===== src/design/lcc_pkg.sv =====
/*
 * Constants shared by the graphic LCD command interpreter: command codes,
 * field positions, attribute encodings, combine modes and reset values.
 * Assumes an 8-bit host port and a 16-bit display RAM address space.
 */
package lcc_pkg;

    // command groups (upper bits) and fixed codes
    localparam logic [7:0] CMD_SET_ADDR_PTR = 8'h24;
    localparam logic [7:0] CMD_TEXT_AREA    = 8'h41;
    localparam logic [7:0] CMD_GRAPH_AREA   = 8'h43;
    localparam logic [3:0] GRP_MODE_SET     = 4'h8;
    localparam logic [3:0] GRP_DISP_MODE    = 4'h9;
    localparam logic [4:0] GRP_CURSOR_PAT   = 5'h14;
    localparam logic [7:0] CMD_AUTO_WRITE   = 8'hB0;
    localparam logic [7:0] CMD_AUTO_READ    = 8'hB1;
    localparam logic [7:0] CMD_AUTO_RESET   = 8'hB2;
    localparam logic [4:0] GRP_SINGLE_DATA  = 5'h18;
    localparam logic [7:0] CMD_PEEK         = 8'hE0;
    localparam logic [7:0] CMD_COPY         = 8'hE8;
    localparam logic [3:0] GRP_BIT_OP       = 4'hF;

    // mode set low three bits and character generator bit
    localparam logic [2:0] MODE_OR          = 3'h0;
    localparam logic [2:0] MODE_XOR         = 3'h1;
    localparam logic [2:0] MODE_AND         = 3'h3;
    localparam logic [2:0] MODE_ATTR        = 3'h4;
    localparam int         MODE_CG_BIT      = 3;

    // display mode bits
    localparam int         DISP_GRAPH_BIT   = 3;
    localparam int         DISP_TEXT_BIT    = 2;
    localparam int         DISP_CURSOR_BIT  = 1;
    localparam int         DISP_BLINK_BIT   = 0;

    // single data and bit commands
    localparam int         SD_READ_BIT      = 0;
    localparam logic [1:0] SD_PTR_INC       = 2'h0;
    localparam logic [1:0] SD_PTR_DEC       = 2'h1;
    localparam int         BIT_SET_BIT      = 3;

    // attribute low nibble
    localparam logic [3:0] ATTR_NORMAL      = 4'h0;
    localparam logic [3:0] ATTR_REVERSE     = 4'h5;
    localparam logic [3:0] ATTR_INHIBIT     = 4'h3;
    localparam int         ATTR_BLINK_BIT   = 3;

    // character generator split
    localparam logic [7:0] CG_EXT_FIRST     = 8'h80;

    // reset values and pointer step
    localparam logic [7:0]  RST_AREA        = 8'h00;
    localparam logic [15:0] RST_ADDR        = 16'h0000;
    localparam logic [2:0]  RST_CURSOR_N    = 3'h0;
    localparam logic [15:0] ADDR_STEP       = 16'h0001;

    typedef enum logic [4:0] {
        ST_IDLE  = 5'b00001,
        ST_OPER1 = 5'b00010,
        ST_OPER2 = 5'b00100,
        ST_AUTO  = 5'b01000,
        ST_RMW   = 5'b10000
    } lcc_state_t;

endpackage


===== src/design/lcc_attr_decode.sv =====
/*
 * Attribute byte decoder: low nibble to reverse, inhibit and blink.
 * Assumes the caller only looks at it while attribute mode is in use.
 */
`timescale 1ns/1ps
`default_nettype none
module lcc_attr_decode
    import lcc_pkg::*;
(
    input  wire logic [7:0] i_attr,
    output logic            o_reverse,
    output logic            o_inhibit,
    output logic            o_blink
);
    logic [3:0] nib;
    // upper nibble ignored; blink bit stands apart from the base style
    assign nib       = {1'b0, i_attr[2:0]};
    assign o_reverse = (nib == ATTR_REVERSE);
    assign o_inhibit = (nib == ATTR_INHIBIT);
    assign o_blink   = i_attr[ATTR_BLINK_BIT];
endmodule
`default_nettype wire


===== src/design/lcc_command_interp.sv =====
/*
 * Command interpreter of a graphic LCD controller. Takes command and data
 * bytes from the host port, keeps the display configuration, and runs
 * display RAM accesses through an address pointer.
 * Assumes a RAM port whose read data stands while the read strobe is
 * high, and a display engine that consumes the configuration outputs.
 */
`timescale 1ns/1ps
`default_nettype none

////////////////////////////////////////////////////////////////////////////////
// Contract
// - text area command sets bytes per text line, overriding hardware columns.
// - graphic area command sets bytes per graphic line.
// - mode low bits 000/001/011 pick OR, XOR, AND combine.
// - combine mode held until the next mode set command.
// - mode bit 3 picks character generator; codes 80H up always external (O_EXT_CG follows mode bit 3 alone, for every code).
// - attribute mode suppresses graphic; graphic byte acts as attribute.
// - attribute nibble gives normal, reverse, inhibit, blink; upper nibble ignored.
// - display mode bits: graphic, text, cursor, blink; zero turns off.
// - cursor pattern n gives n+1 raster lines, 1 to 8.
// - auto read or write moves pointer up one per byte.
// - in auto mode only auto reset is accepted.
// - single data commands read or write one byte, pointer up/down/kept.
// - screen peek places displayed byte at pointer into data stack.
// - peek outside graphic area is ignored and sets error flag.
// - screen copy writes one raster line into graphic area; not in attribute mode.
// - bit command sets or clears indexed bit of byte at pointer.
// - area commands take columns then zero operand.
// - set address pointer loads start address for RAM accesses.
module lcc_command_interp
    import lcc_pkg::*;
#(
    parameter int ADDR_W    = 16,
    parameter int HW_COLS   = 30,
    parameter int GRAPH_LINES = 128
) (
    input  wire logic              I_CLOCK,
    input  wire logic              I_RESET_N,
    input  wire logic              I_WR_STB,
    input  wire logic              I_RD_STB,
    input  wire logic              I_IS_CMD,
    input  wire logic [7:0]        I_DATA,
    input  wire logic [ADDR_W-1:0] I_GRAPH_HOME,
    input  wire logic [7:0]        I_RAM_RDATA,
    input  wire logic [7:0]        I_DISP_BYTE,
    output logic [7:0]             O_DATA,
    output logic                   O_DATA_VALID,
    output logic                   O_RAM_WE,
    output logic                   O_RAM_RE,
    output logic [ADDR_W-1:0]      O_RAM_ADDR,
    output logic [7:0]             O_RAM_WDATA,
    output logic [7:0]             O_TEXT_AREA,
    output logic [7:0]             O_GRAPH_AREA,
    output logic [2:0]             O_COMBINE_MODE,
    output logic                   O_EXT_CG,
    output logic                   O_ATTR_MODE,
    output logic                   O_GRAPH_ON,
    output logic                   O_TEXT_ON,
    output logic                   O_CURSOR_ON,
    output logic                   O_CURSOR_BLINK,
    output logic [3:0]             O_CURSOR_LINES,
    output logic                   O_AUTO_READ_READY,
    output logic                   O_AUTO_WRITE_READY,
    output logic                   O_PEEK_COPY_ERROR,
    output logic                   O_ATTR_REVERSE,
    output logic                   O_ATTR_INHIBIT,
    output logic                   O_ATTR_BLINK,
    output logic                   O_COPY_START
);

    ////////////////////////////////////////////////////////////////////////////
    // decode helpers

    function automatic logic [ADDR_W-1:0] step_ptr(input logic [ADDR_W-1:0] p,
                                                   input logic [1:0] how);
        logic [ADDR_W-1:0] r;
        r = p;
        if (how == SD_PTR_INC) begin
            r = p + ADDR_W'(ADDR_STEP);
        end else if (how == SD_PTR_DEC) begin
            r = p - ADDR_W'(ADDR_STEP);
        end
        return r;
    endfunction

    function automatic logic in_graph_area(input logic [ADDR_W-1:0] p,
                                           input logic [ADDR_W-1:0] home,
                                           input logic [7:0] area);
        logic [ADDR_W+8:0] lim;
        lim = {9'h000, home} + ((ADDR_W+9)'(area) * (ADDR_W+9)'(GRAPH_LINES));
        return ({9'h000, p} >= {9'h000, home}) && ({9'h000, p} < lim);
    endfunction

    ////////////////////////////////////////////////////////////////////////////
    // state

    lcc_state_t        state_q;
    logic [7:0]        oper1_q;
    logic [7:0]        oper2_q;
    logic              auto_rd_q;
    logic              rmw_set_q;
    logic [2:0]        rmw_bit_q;
    logic              rd_pend_q;
    logic [ADDR_W-1:0] ram_address_pointer_q;
    logic [7:0]        text_area_q;
    logic [7:0]        graph_area_q;
    logic [3:0]        mode_q;
    logic [3:0]        disp_q;
    logic [2:0]        cursor_n_q;
    logic              peek_copy_error_flag_q;
    logic              copy_start_q;

    logic cmd_wr;
    logic data_wr;
    logic attr_rev;
    logic attr_inh;
    logic attr_blk;

    assign cmd_wr      = I_WR_STB && I_IS_CMD;
    assign data_wr     = I_WR_STB && !I_IS_CMD;

    ////////////////////////////////////////////////////////////////////////////
    // command sequencer

    always_ff @(posedge I_CLOCK or negedge I_RESET_N) begin
        if (!I_RESET_N) begin
            state_q   <= ST_IDLE;
            oper1_q   <= 8'h00;
            oper2_q   <= 8'h00;
            auto_rd_q <= 1'b0;
        end else begin
            case (state_q)
                ST_IDLE: begin
                    if (data_wr) begin
                        oper1_q <= I_DATA;
                        state_q <= ST_OPER1;
                    end else if (cmd_wr && (I_DATA == CMD_AUTO_WRITE
                                           || I_DATA == CMD_AUTO_READ)) begin
                        auto_rd_q <= I_DATA[0];
                        state_q   <= ST_AUTO;
                    end else if (cmd_wr && I_DATA[7:4] == GRP_BIT_OP) begin
                        state_q <= ST_RMW;
                    end
                end
                ST_OPER1: begin
                    // operands precede their command; a command ends the frame
                    if (data_wr) begin
                        oper2_q <= I_DATA;
                        state_q <= ST_OPER2;
                    end else if (cmd_wr) begin
                        state_q <= ST_IDLE;
                    end
                end
                ST_OPER2: begin
                    if (cmd_wr) begin
                        state_q <= ST_IDLE;
                    end
                end
                ST_AUTO: begin
                    // every other command is dropped here
                    if (cmd_wr && I_DATA == CMD_AUTO_RESET) begin
                        state_q <= ST_IDLE;
                    end
                end
                ST_RMW: begin
                    state_q <= ST_IDLE;
                end
                default: begin
                    state_q <= ST_IDLE;
                end
            endcase
        end
    end

    ////////////////////////////////////////////////////////////////////////////
    // configuration registers

    always_ff @(posedge I_CLOCK or negedge I_RESET_N) begin
        if (!I_RESET_N) begin
            text_area_q  <= 8'(HW_COLS);
            graph_area_q <= 8'(HW_COLS);
            mode_q       <= {1'b0, MODE_OR};
            disp_q       <= 4'h0;
            cursor_n_q   <= RST_CURSOR_N;
        end else if (cmd_wr && state_q != ST_AUTO) begin
            if (I_DATA == CMD_TEXT_AREA && state_q != ST_IDLE) begin
                text_area_q <= oper1_q;
            end
            if (I_DATA == CMD_GRAPH_AREA && state_q != ST_IDLE) begin
                graph_area_q <= oper1_q;
            end
            if (I_DATA[7:4] == GRP_MODE_SET) begin
                mode_q <= I_DATA[3:0];
            end
            if (I_DATA[7:4] == GRP_DISP_MODE) begin
                disp_q <= I_DATA[3:0];
            end
            if (I_DATA[7:3] == GRP_CURSOR_PAT) begin
                cursor_n_q <= I_DATA[2:0];
            end
        end
    end

    ////////////////////////////////////////////////////////////////////////////
    // address pointer and display RAM access

    always_ff @(posedge I_CLOCK or negedge I_RESET_N) begin
        if (!I_RESET_N) begin
            ram_address_pointer_q  <= ADDR_W'(RST_ADDR);
            O_RAM_WE               <= 1'b0;
            O_RAM_RE               <= 1'b0;
            O_RAM_ADDR             <= ADDR_W'(RST_ADDR);
            O_RAM_WDATA            <= 8'h00;
            rd_pend_q              <= 1'b0;
            rmw_set_q              <= 1'b0;
            rmw_bit_q              <= 3'h0;
            peek_copy_error_flag_q <= 1'b0;
            copy_start_q           <= 1'b0;
            O_DATA                 <= 8'h00;
            O_DATA_VALID           <= 1'b0;
        end else begin
            O_RAM_WE     <= 1'b0;
            O_RAM_RE     <= 1'b0;
            O_DATA_VALID <= 1'b0;
            copy_start_q <= 1'b0;
            if (rd_pend_q) begin
                O_DATA       <= I_RAM_RDATA;
                O_DATA_VALID <= 1'b1;
                rd_pend_q    <= 1'b0;
            end
            if (state_q == ST_RMW) begin
                O_RAM_WE    <= 1'b1;
                O_RAM_ADDR  <= ram_address_pointer_q;
                O_RAM_WDATA <= rmw_set_q ? (I_RAM_RDATA | (8'h01 << rmw_bit_q))
                                         : (I_RAM_RDATA & ~(8'h01 << rmw_bit_q));
            end
            if (state_q == ST_AUTO) begin
                if (data_wr && !auto_rd_q) begin
                    O_RAM_WE              <= 1'b1;
                    O_RAM_ADDR            <= ram_address_pointer_q;
                    O_RAM_WDATA           <= I_DATA;
                    ram_address_pointer_q <= step_ptr(ram_address_pointer_q,
                                                      SD_PTR_INC);
                end else if (I_RD_STB && auto_rd_q && !rd_pend_q) begin
                    O_RAM_RE              <= 1'b1;
                    O_RAM_ADDR            <= ram_address_pointer_q;
                    rd_pend_q             <= 1'b1;
                    ram_address_pointer_q <= step_ptr(ram_address_pointer_q,
                                                      SD_PTR_INC);
                end
            end else if (cmd_wr) begin
                if (I_DATA == CMD_SET_ADDR_PTR && state_q == ST_OPER2) begin
                    ram_address_pointer_q <= ADDR_W'({oper2_q, oper1_q});
                end
                if (I_DATA[7:3] == GRP_SINGLE_DATA) begin
                    O_RAM_ADDR            <= ram_address_pointer_q;
                    ram_address_pointer_q <= step_ptr(ram_address_pointer_q,
                                                      I_DATA[2:1]);
                    if (I_DATA[SD_READ_BIT]) begin
                        O_RAM_RE  <= 1'b1;
                        rd_pend_q <= 1'b1;
                    end else if (state_q != ST_IDLE) begin
                        O_RAM_WE    <= 1'b1;
                        O_RAM_WDATA <= oper1_q;
                    end
                end
                if (I_DATA == CMD_PEEK) begin
                    if (in_graph_area(ram_address_pointer_q, I_GRAPH_HOME,
                                      graph_area_q)) begin
                        O_DATA                 <= I_DISP_BYTE;
                        O_DATA_VALID           <= 1'b1;
                        peek_copy_error_flag_q <= 1'b0;
                    end else begin
                        peek_copy_error_flag_q <= 1'b1;
                    end
                end
                if (I_DATA == CMD_COPY) begin
                    if (mode_q[2:0] == MODE_ATTR) begin
                        peek_copy_error_flag_q <= 1'b1;
                    end else begin
                        copy_start_q           <= 1'b1;
                        peek_copy_error_flag_q <= 1'b0;
                    end
                end
                if (I_DATA[7:4] == GRP_BIT_OP) begin
                    O_RAM_RE  <= 1'b1;
                    O_RAM_ADDR <= ram_address_pointer_q;
                    rmw_set_q <= I_DATA[BIT_SET_BIT];
                    rmw_bit_q <= I_DATA[2:0];
                end
            end
        end
    end

    ////////////////////////////////////////////////////////////////////////////
    // attribute decode and registered outputs

    lcc_attr_decode u_attr (
        .i_attr    (I_DISP_BYTE),
        .o_reverse (attr_rev),
        .o_inhibit (attr_inh),
        .o_blink   (attr_blk)
    );

    always_ff @(posedge I_CLOCK or negedge I_RESET_N) begin
        if (!I_RESET_N) begin
            O_ATTR_REVERSE <= 1'b0;
            O_ATTR_INHIBIT <= 1'b0;
            O_ATTR_BLINK   <= 1'b0;
        end else begin
            O_ATTR_REVERSE <= attr_rev && (mode_q[2:0] == MODE_ATTR);
            O_ATTR_INHIBIT <= attr_inh && (mode_q[2:0] == MODE_ATTR);
            O_ATTR_BLINK   <= attr_blk && (mode_q[2:0] == MODE_ATTR);
        end
    end

    always_ff @(posedge I_CLOCK or negedge I_RESET_N) begin
        if (!I_RESET_N) begin
            O_TEXT_AREA        <= RST_AREA;
            O_GRAPH_AREA       <= RST_AREA;
            O_COMBINE_MODE     <= MODE_OR;
            O_EXT_CG           <= 1'b0;
            O_ATTR_MODE        <= 1'b0;
            O_GRAPH_ON         <= 1'b0;
            O_TEXT_ON          <= 1'b0;
            O_CURSOR_ON        <= 1'b0;
            O_CURSOR_BLINK     <= 1'b0;
            O_CURSOR_LINES     <= 4'h1;
            O_AUTO_READ_READY  <= 1'b0;
            O_AUTO_WRITE_READY <= 1'b0;
            O_PEEK_COPY_ERROR  <= 1'b0;
            O_COPY_START       <= 1'b0;
        end else begin
            O_TEXT_AREA        <= text_area_q;
            O_GRAPH_AREA       <= graph_area_q;
            O_COMBINE_MODE     <= mode_q[2:0];
            O_EXT_CG           <= mode_q[MODE_CG_BIT];
            O_ATTR_MODE        <= (mode_q[2:0] == MODE_ATTR);
            // attribute mode blanks graphic even with graphic enabled
            O_GRAPH_ON         <= disp_q[DISP_GRAPH_BIT]
                                  && (mode_q[2:0] != MODE_ATTR);
            O_TEXT_ON          <= disp_q[DISP_TEXT_BIT];
            O_CURSOR_ON        <= disp_q[DISP_CURSOR_BIT];
            O_CURSOR_BLINK     <= disp_q[DISP_BLINK_BIT];
            O_CURSOR_LINES     <= {1'b0, cursor_n_q} + 4'h1;
            O_AUTO_READ_READY  <= (state_q == ST_AUTO) && auto_rd_q
                                  && !rd_pend_q && !O_RAM_RE && !I_RD_STB;
            O_AUTO_WRITE_READY <= (state_q == ST_AUTO) && !auto_rd_q;
            O_PEEK_COPY_ERROR  <= peek_copy_error_flag_q;
            O_COPY_START       <= copy_start_q;
        end
    end

endmodule
`default_nettype wire


===== config.mk =====
export PLATFORM = sky130hd
export DESIGN_NAME = lcc_command_interp
export DESIGN_NICKNAME = d
export VERILOG_FILES = /design/src/design/lcc_pkg.sv /design/src/design/lcc_attr_decode.sv /design/src/design/lcc_command_interp.sv
export SDC_FILE = /design/constraint.sdc
export NUM_CORES = 1
export LEC_CHECK = 0
export BUFFER_PORTS_ARGS = -buffer_cell sky130_fd_sc_hd__buf_2
export CAP_MARGIN = 40
export CORE_UTILIZATION = 25
export DETAILED_ROUTE_END_ITERATION = 10
export SKIP_CTS_REPAIR_TIMING = 1
export SYNTH_ARGS = -nofsm -noshare
export SYNTH_HDL_FRONTEND = slang
export SYNTH_SLANG_ARGS = --single-unit

===== constraint.sdc =====
create_clock -name I_CLOCK -period 5.7 [get_ports I_CLOCK]
set_clock_uncertainty 0.1 [all_clocks]
set_input_delay 1.14 -clock I_CLOCK [delete_from_list [all_inputs] [get_ports I_CLOCK]]
set_output_delay 1.14 -clock I_CLOCK [all_outputs]
set_load 0.1 [all_outputs]

After elaboration in Yosys (flattened, before gate mapping)
Cells that the tools add are included.
{"block": "totals", "regBits": 143, "input_bits": 45, "elab_cells": 187}
{"block": "classes", "addsub": 4, "order_cmp": 2, "n_eq_ne": 29, "n_shift": 1, "mux": 64, "bitwise_logic": 5, "n_reduce_logical": 44}
{"cell": "$mux 16", "count": 15}
{"cell": "$mux 8", "count": 13}
{"cell": "$eq 8x8->1 const B", "count": 5}
{"cell": "$mux 5", "count": 6}
{"cell": "$mux 1", "count": 29}
{"cell": "$logic_and 1x1->1", "count": 22}
{"cell": "$pmux 5 s4", "count": 1}
{"cell": "$add 16x15->17", "count": 1}
{"cell": "$lt 16x17->1", "count": 1}
{"cell": "$add 16x1->16 const B", "count": 1}
{"cell": "$eq 8x7->1 const B", "count": 2}
{"cell": "$ge 16x16->1", "count": 1}
{"cell": "$reduce_and 2->1", "count": 8}
{"cell": "$sub 16x1->16 const B", "count": 1}
{"cell": "$eq 5x5->1 const B", "count": 3}
{"cell": "$eq 4x4->1 const B", "count": 3}
{"cell": "$reduce_and 3->1", "count": 3}
{"cell": "$and 8x8->8", "count": 1}
{"cell": "$eq 8x6->1 const B", "count": 1}
{"cell": "$not 8->8", "count": 1}
{"cell": "$or 8x8->8", "count": 1}
{"cell": "$shl 1x3->8 const A", "count": 1}
{"cell": "$eq 3x3->1 const B", "count": 2}
{"cell": "$ne 3x3->1 const B", "count": 2}
{"cell": "other kinds (19)", "count": 25}

Longest topological paths before layout
{"block": "logic_depth", "word_depth": 10, "mapped_depth": 16, "depth_no_buf": 16}

Modules after synthesis
Synthesis repeated with hierarchy kept, for this count alone.
{"block": "hier_totals", "cells_unflattened": 692, "hier_area_um2": 7686.1}
{"mod": "lcc_command_interp", "instances": 1, "cells_each": 689, "area_per_inst_um2": 7661.1, "seq_area_each_um2": 3590.9}
{"mod": "lcc_attr_decode", "instances": 1, "cells_each": 3, "area_per_inst_um2": 25.0, "seq_area_each_um2": 0.0}

Worst setup path before layout
No wires, ideal clock.
{"block": "synth_path", "path_kind": "in2reg", "start": "in I_GRAPH_HOME[7]", "end": "reg O_DATA[0]", "setup_ns": 0.125, "arrival_ns": 3.963, "slack_ns": 1.512, "path_stages": 16, "path_buffers": 0, "cell_sequence": "ha_1 > inv_1 > fa_1 > nor2b_1 > o21ai_0 > a21boi_0 > o21ai_0 > nand2b_1 > xnor2_1 > ha_1 > a2111oi_2 > o211ai_1 > a211oi_1 > a211o_1 > o2111ai_4 > mux2_4"}
{"block": "synth_between", "elab_chain_cells": 7, "elab_cells_between_ends": 8, "cone_classes": "1 x add/sub; 2 x order compare; 4 x mux; 1 x reduce/logical"}
{"item": "start, declared", "line": "lcc_command_interp.sv:44", "source": "input wire logic [ADDR_W-1:0] I_GRAPH_HOME,"}
{"item": "$add 16x15->17", "line": "lcc_command_interp.sv:91", "source": "lim = {9'h000, home} + ((ADDR_W+9)'(area) * (ADDR_W+9)'(GRAPH_LINES));"}
{"item": "$lt 16x17->1", "line": "lcc_command_interp.sv:92", "source": "return ({9'h000, p} >= {9'h000, home}) && ({9'h000, p} < lim);"}
{"item": "$logic_and 1x1->1 (*)", "line": "lcc_command_interp.sv:92"}
{"item": "$mux 8 (*)", "line": "lcc_command_interp.sv:269", "source": "if (in_graph_area(ram_address_pointer_q, I_GRAPH_HOME,"}
{"item": "$mux 8 (*)", "line": "lcc_command_interp.sv:268", "source": "if (I_DATA == CMD_PEEK) begin"}
{"item": "$mux 8 (*)", "line": "lcc_command_interp.sv:252", "source": "end else if (cmd_wr) begin"}
{"item": "$mux 8 (*)", "line": "lcc_command_interp.sv:238", "source": "if (state_q == ST_AUTO) begin"}
{"item": "end signal, assigned", "line": "lcc_command_interp.sv:220", "source": "O_DATA <= 8'h00;"}
{"item": "end signal, assigned", "line": "lcc_command_interp.sv:228", "source": "O_DATA <= I_RAM_RDATA;"}
{"item": "end signal, assigned", "line": "lcc_command_interp.sv:271", "source": "O_DATA <= I_DISP_BYTE;"}
{"item": "end, declared", "line": "lcc_command_interp.sv:47", "source": "output logic [7:0] O_DATA,"}
Mark *: on every way between the ends. The rest lies on a longest branch, timed or not.
A chain may end at the register's enable or synchronous reset.

Worst setup path in the final report
{"block": "layout_path", "start": "in I_GRAPH_HOME[7]", "end": "reg O_DATA[3]"}
Same word-level chain as after synthesis.

==> flow_summary.toml <==
[critical_path]
cpPeakStageDelay_ps = 410
critPathRequiredTime_ps = 5910
critPathLaunchType = "input pin"
worstPathArrival_ps = 4510
critPathKind = "in2reg"
path_buf_inv = 2
cp_cell_sequence = "buf_2 > ha_1 > inv_1 > fa_1 > nor2b_1 > o21ai_0 > a21boi_0 > o21ai_0 > nand2b_1 > xnor2_1 > ha_1 > a2111oi_2 > o211ai_1 > a211oi_1 > a211o_1 > o2111ai_4 > mux2_4"
cp_slowest_cell = "mux2_4"
critPathTopFamily = "compound AO/OA/AOI/OAI gates"
setup.worst_path.end_class = "flip-flop"
cp_max_fo = 10

[clock_network]
clkTransAtPathRegs_ps = 60
clock_path_buffers = 2
htreeDepth = 4
clkLatencyLatePin_ps = 430
tritoncts = "built"
cts_buffers = 17
cts-root-buf = "clkbuf_16"
cts.sinks = 143

[global_route]
grt_pass1_vias = 5828
grtUsageTotal_pct = 13.6
grt_pass1_wl_um = 33400
grt-ovfl-total = 0
grt_max_degree = 71
antenna_found_initial = 4

[final_layout]
fin_util_pct = 30.5
drive_above_1_share_pct = 34.0
fillers = 3195
fin_nets = 896
stdcell_count = 1223
syn2layout_area_growth_pct = 19.5
n_antenna_cell = 0

[sta]
slew_headroom_pct = 40.8
tightest_slew_ps = 886
setup_tns_ps = 0
max_freq_mhz = 232
grt_setup_unrepaired = "no"
finalCritPeriodShare_pct = 75.5
hold_viol = 0
setup_violations = 0
slew_viol_final = 0
min_period_ps = 4300

[floorplanning]
initial_core_util_pct = 25.5
die_h_um = 179
rows = 64
core-area_um2 = 30700
ios = 116
dieArea_um2 = 32100
die_x_um = 179

[pwr]
p_leak_nw = 4.41
power_density_nw_per_um2 = 397
peakVddDrop_v = 0.000204

[logic_synthesis]
synth_edf_count = 0
syn-cell-area_um2 = 7850
synth_nets = 790
synth_cells = 708
ys_warn_count = 0
synthArstFlopShare_pct = 100
syn_area_per_cell_um2 = 11.1
yosysTopAreaCell = "dfrtp_1"
yosysSeqAreaShare_pct = 45.8
synth_top_area_share_pct = 42.4
synth-seq-cells = 143
netlist-cell-type-count = 80
synth_ff_type = "dfrtp_1"
synthTopCellsByArea = "dfrtp_1 42%, mux2_2 8.8%, ha_1 5.7%"

[status]
status = "complete, but fails checks"
violations = "DRC"

[placed_design]
dpl.hpwl_um = 15500
dp_cells = 1191
place.gp.congestion = 0.876
portBuffers = 115

[detailed_routing]
wl_per_cell_um = 17.3
totalWireLength_um = 21100
ant_nets = 0
post_drt_via_cell_ratio = 4.73
drc = 16
vias = 5783
dr.pass1.iters = 8
drt_iter0_markers = 264

[worst_hold_path]
hold_path.class = "reg2reg"

[job]
max_cap_viol_count = 0
through the flow:
step                setup WS (ps)  instance area, um2  hold slack, ps  power (mW)
finish                       1400                9380             254        3.72
global route                 1130                9380             268        3.91
CTS                          1400                9380             255        3.76
detailed placement            950                8800             245        2.64
global placement             1060                8740             239        2.62
floorplan                    1510                7850             231        2.33
power by group:
group	total [mW]	leakage (nW)	internal, mW	switching (mW)
registers	1.42	1.87	1.19	0.230
clock network	1.11	0.281	0.627	0.479
logic	1.19	2.26	0.345	0.849
total	3.72	4.41	2.17	1.56
per-layer routing:
| layer | vias up | wire, um | track usage (%) |
|---|---|---|---|
| met4 | 8 | 333 | 4.17 |
| met1 | 2815 | 9440 | 17.5 |
| met2 | 144 | 10100 | 22.1 |
| met3 | 28 | 1240 | 3.71 |
| met5 | - | 40 | 0 |
| li1 | 2788 | - | - |
worst reg2reg max path: stages (launching register included):
cell and delay [ps]:
dfrtp_1 420, ha_1 240, inv_1 70, fa_1 390
nor2b_1 110, o21ai_0 100, a21boi_0 190, o21ai_0 130
nand2b_1 110, xnor2_1 70, ha_1 210, a2111oi_2 380
o211ai_1 140, a211oi_1 240, a211o_1 190, o2111ai_4 300
mux2_4 420
cells by family after synthesis:
kind of cell             share of synthesized area (%)
buffers and inverters                             3.75
flip-flops                                        45.8
AO/OA/AOI/OAI                                     12.7
XOR/XNOR                                          1.56
multiplexers                                      15.0
AND/OR/NAND/NOR                                   15.3
adder cells (fa/ha/maj)                           5.99
area by class of cell:
class	count	area (um2)	area share, %
Tap cell	396	495	5.28
Clock inverter	14	144	1.53
Sequential cell	143	3590	38.3
Multi-Input combinational cell	505	3960	42.3
Inverter	26	97.6	1.04
Timing Repair Buffer	121	649	6.92
Clock buffer	18	439	4.68
path summary, 6_finish.rpt:
| check | depth (start not counted) | endpoint | from | slack [ps] |
|---|---|---|---|---|
| min | 0 | O_COPY_START | copy_start_q | 250 |
| max reg2reg | 16 | O_DATA[3] | graph_area_q[0] | 1760 |
| max in group asynchronous | 3 | graph_area_q[2] | I_RESET_N | 3770 |
| min in group asynchronous | 1 | O_DATA[7] | I_RESET_N | 510 |
| max | 17 | O_DATA[3] | I_GRAPH_HOME[7] | 1400 |
| min reg2reg | 0 | O_COPY_START | copy_start_q | 250 |
synth_stat cells, drive strengths merged, types with 4 or more instances:
master / count
dfrtp: 133
mux2: 87
nand2: 56
o21ai: 43
nor2: 42
a21oi: 38
ha: 36
inv: 26
nand3: 21
nor3: 20
buf: 17
clkbuf: 17
nor4: 12
nor3b: 11
dfstp: 10
mux2i: 10
nand2b: 10
nand4: 7
nor2b: 7
xnor2: 7
xor2: 7
o211ai: 6
or3: 6
nand3b: 5
o22a: 5
or2: 5
a21o: 4
a31oi: 4
and2: 4
o22ai: 4
registers in the layout, indices dropped and copies added (netlist names), 5 cells and up:
register	flops
O_GRAPH_AREA	8
O_DATA	8
graph_area_q	8
ram_address_pointer_q	16
O_RAM_ADDR	16
text_area_q	8
state_q	5
oper2_q	8
O_TEXT_AREA	8
O_RAM_WDATA	8
oper1_q	8
cell usage in the layout (no fill, tap or decap), types with 4 or more instances in the layout:
cell and count:
nand3b_1 5, or3_1 5, xor2_1 7, nor3_2 7, nor4_1 9, a21o_1 4
nor3b_1 10, buf_4 4, dfrtp_1 133, nor2b_1 7, nand4_1 7, clkbuf_16 17
and2_1 4, o22ai_1 4, o21ai_0 34, nor2_1 40, dfstp_2 10, mux2_4 26
nand2b_1 10, mux2i_1 10, o22a_1 5, nor3_1 12, nand3_1 20, mux2_2 61
o21ai_1 6, a31oi_1 4, buf_2 114, a21oi_1 38, inv_6 7, nand2_1 56
o211ai_1 6, inv_1 26, ha_1 36, xnor2_1 7
Power figures use the tool's default switching activity.
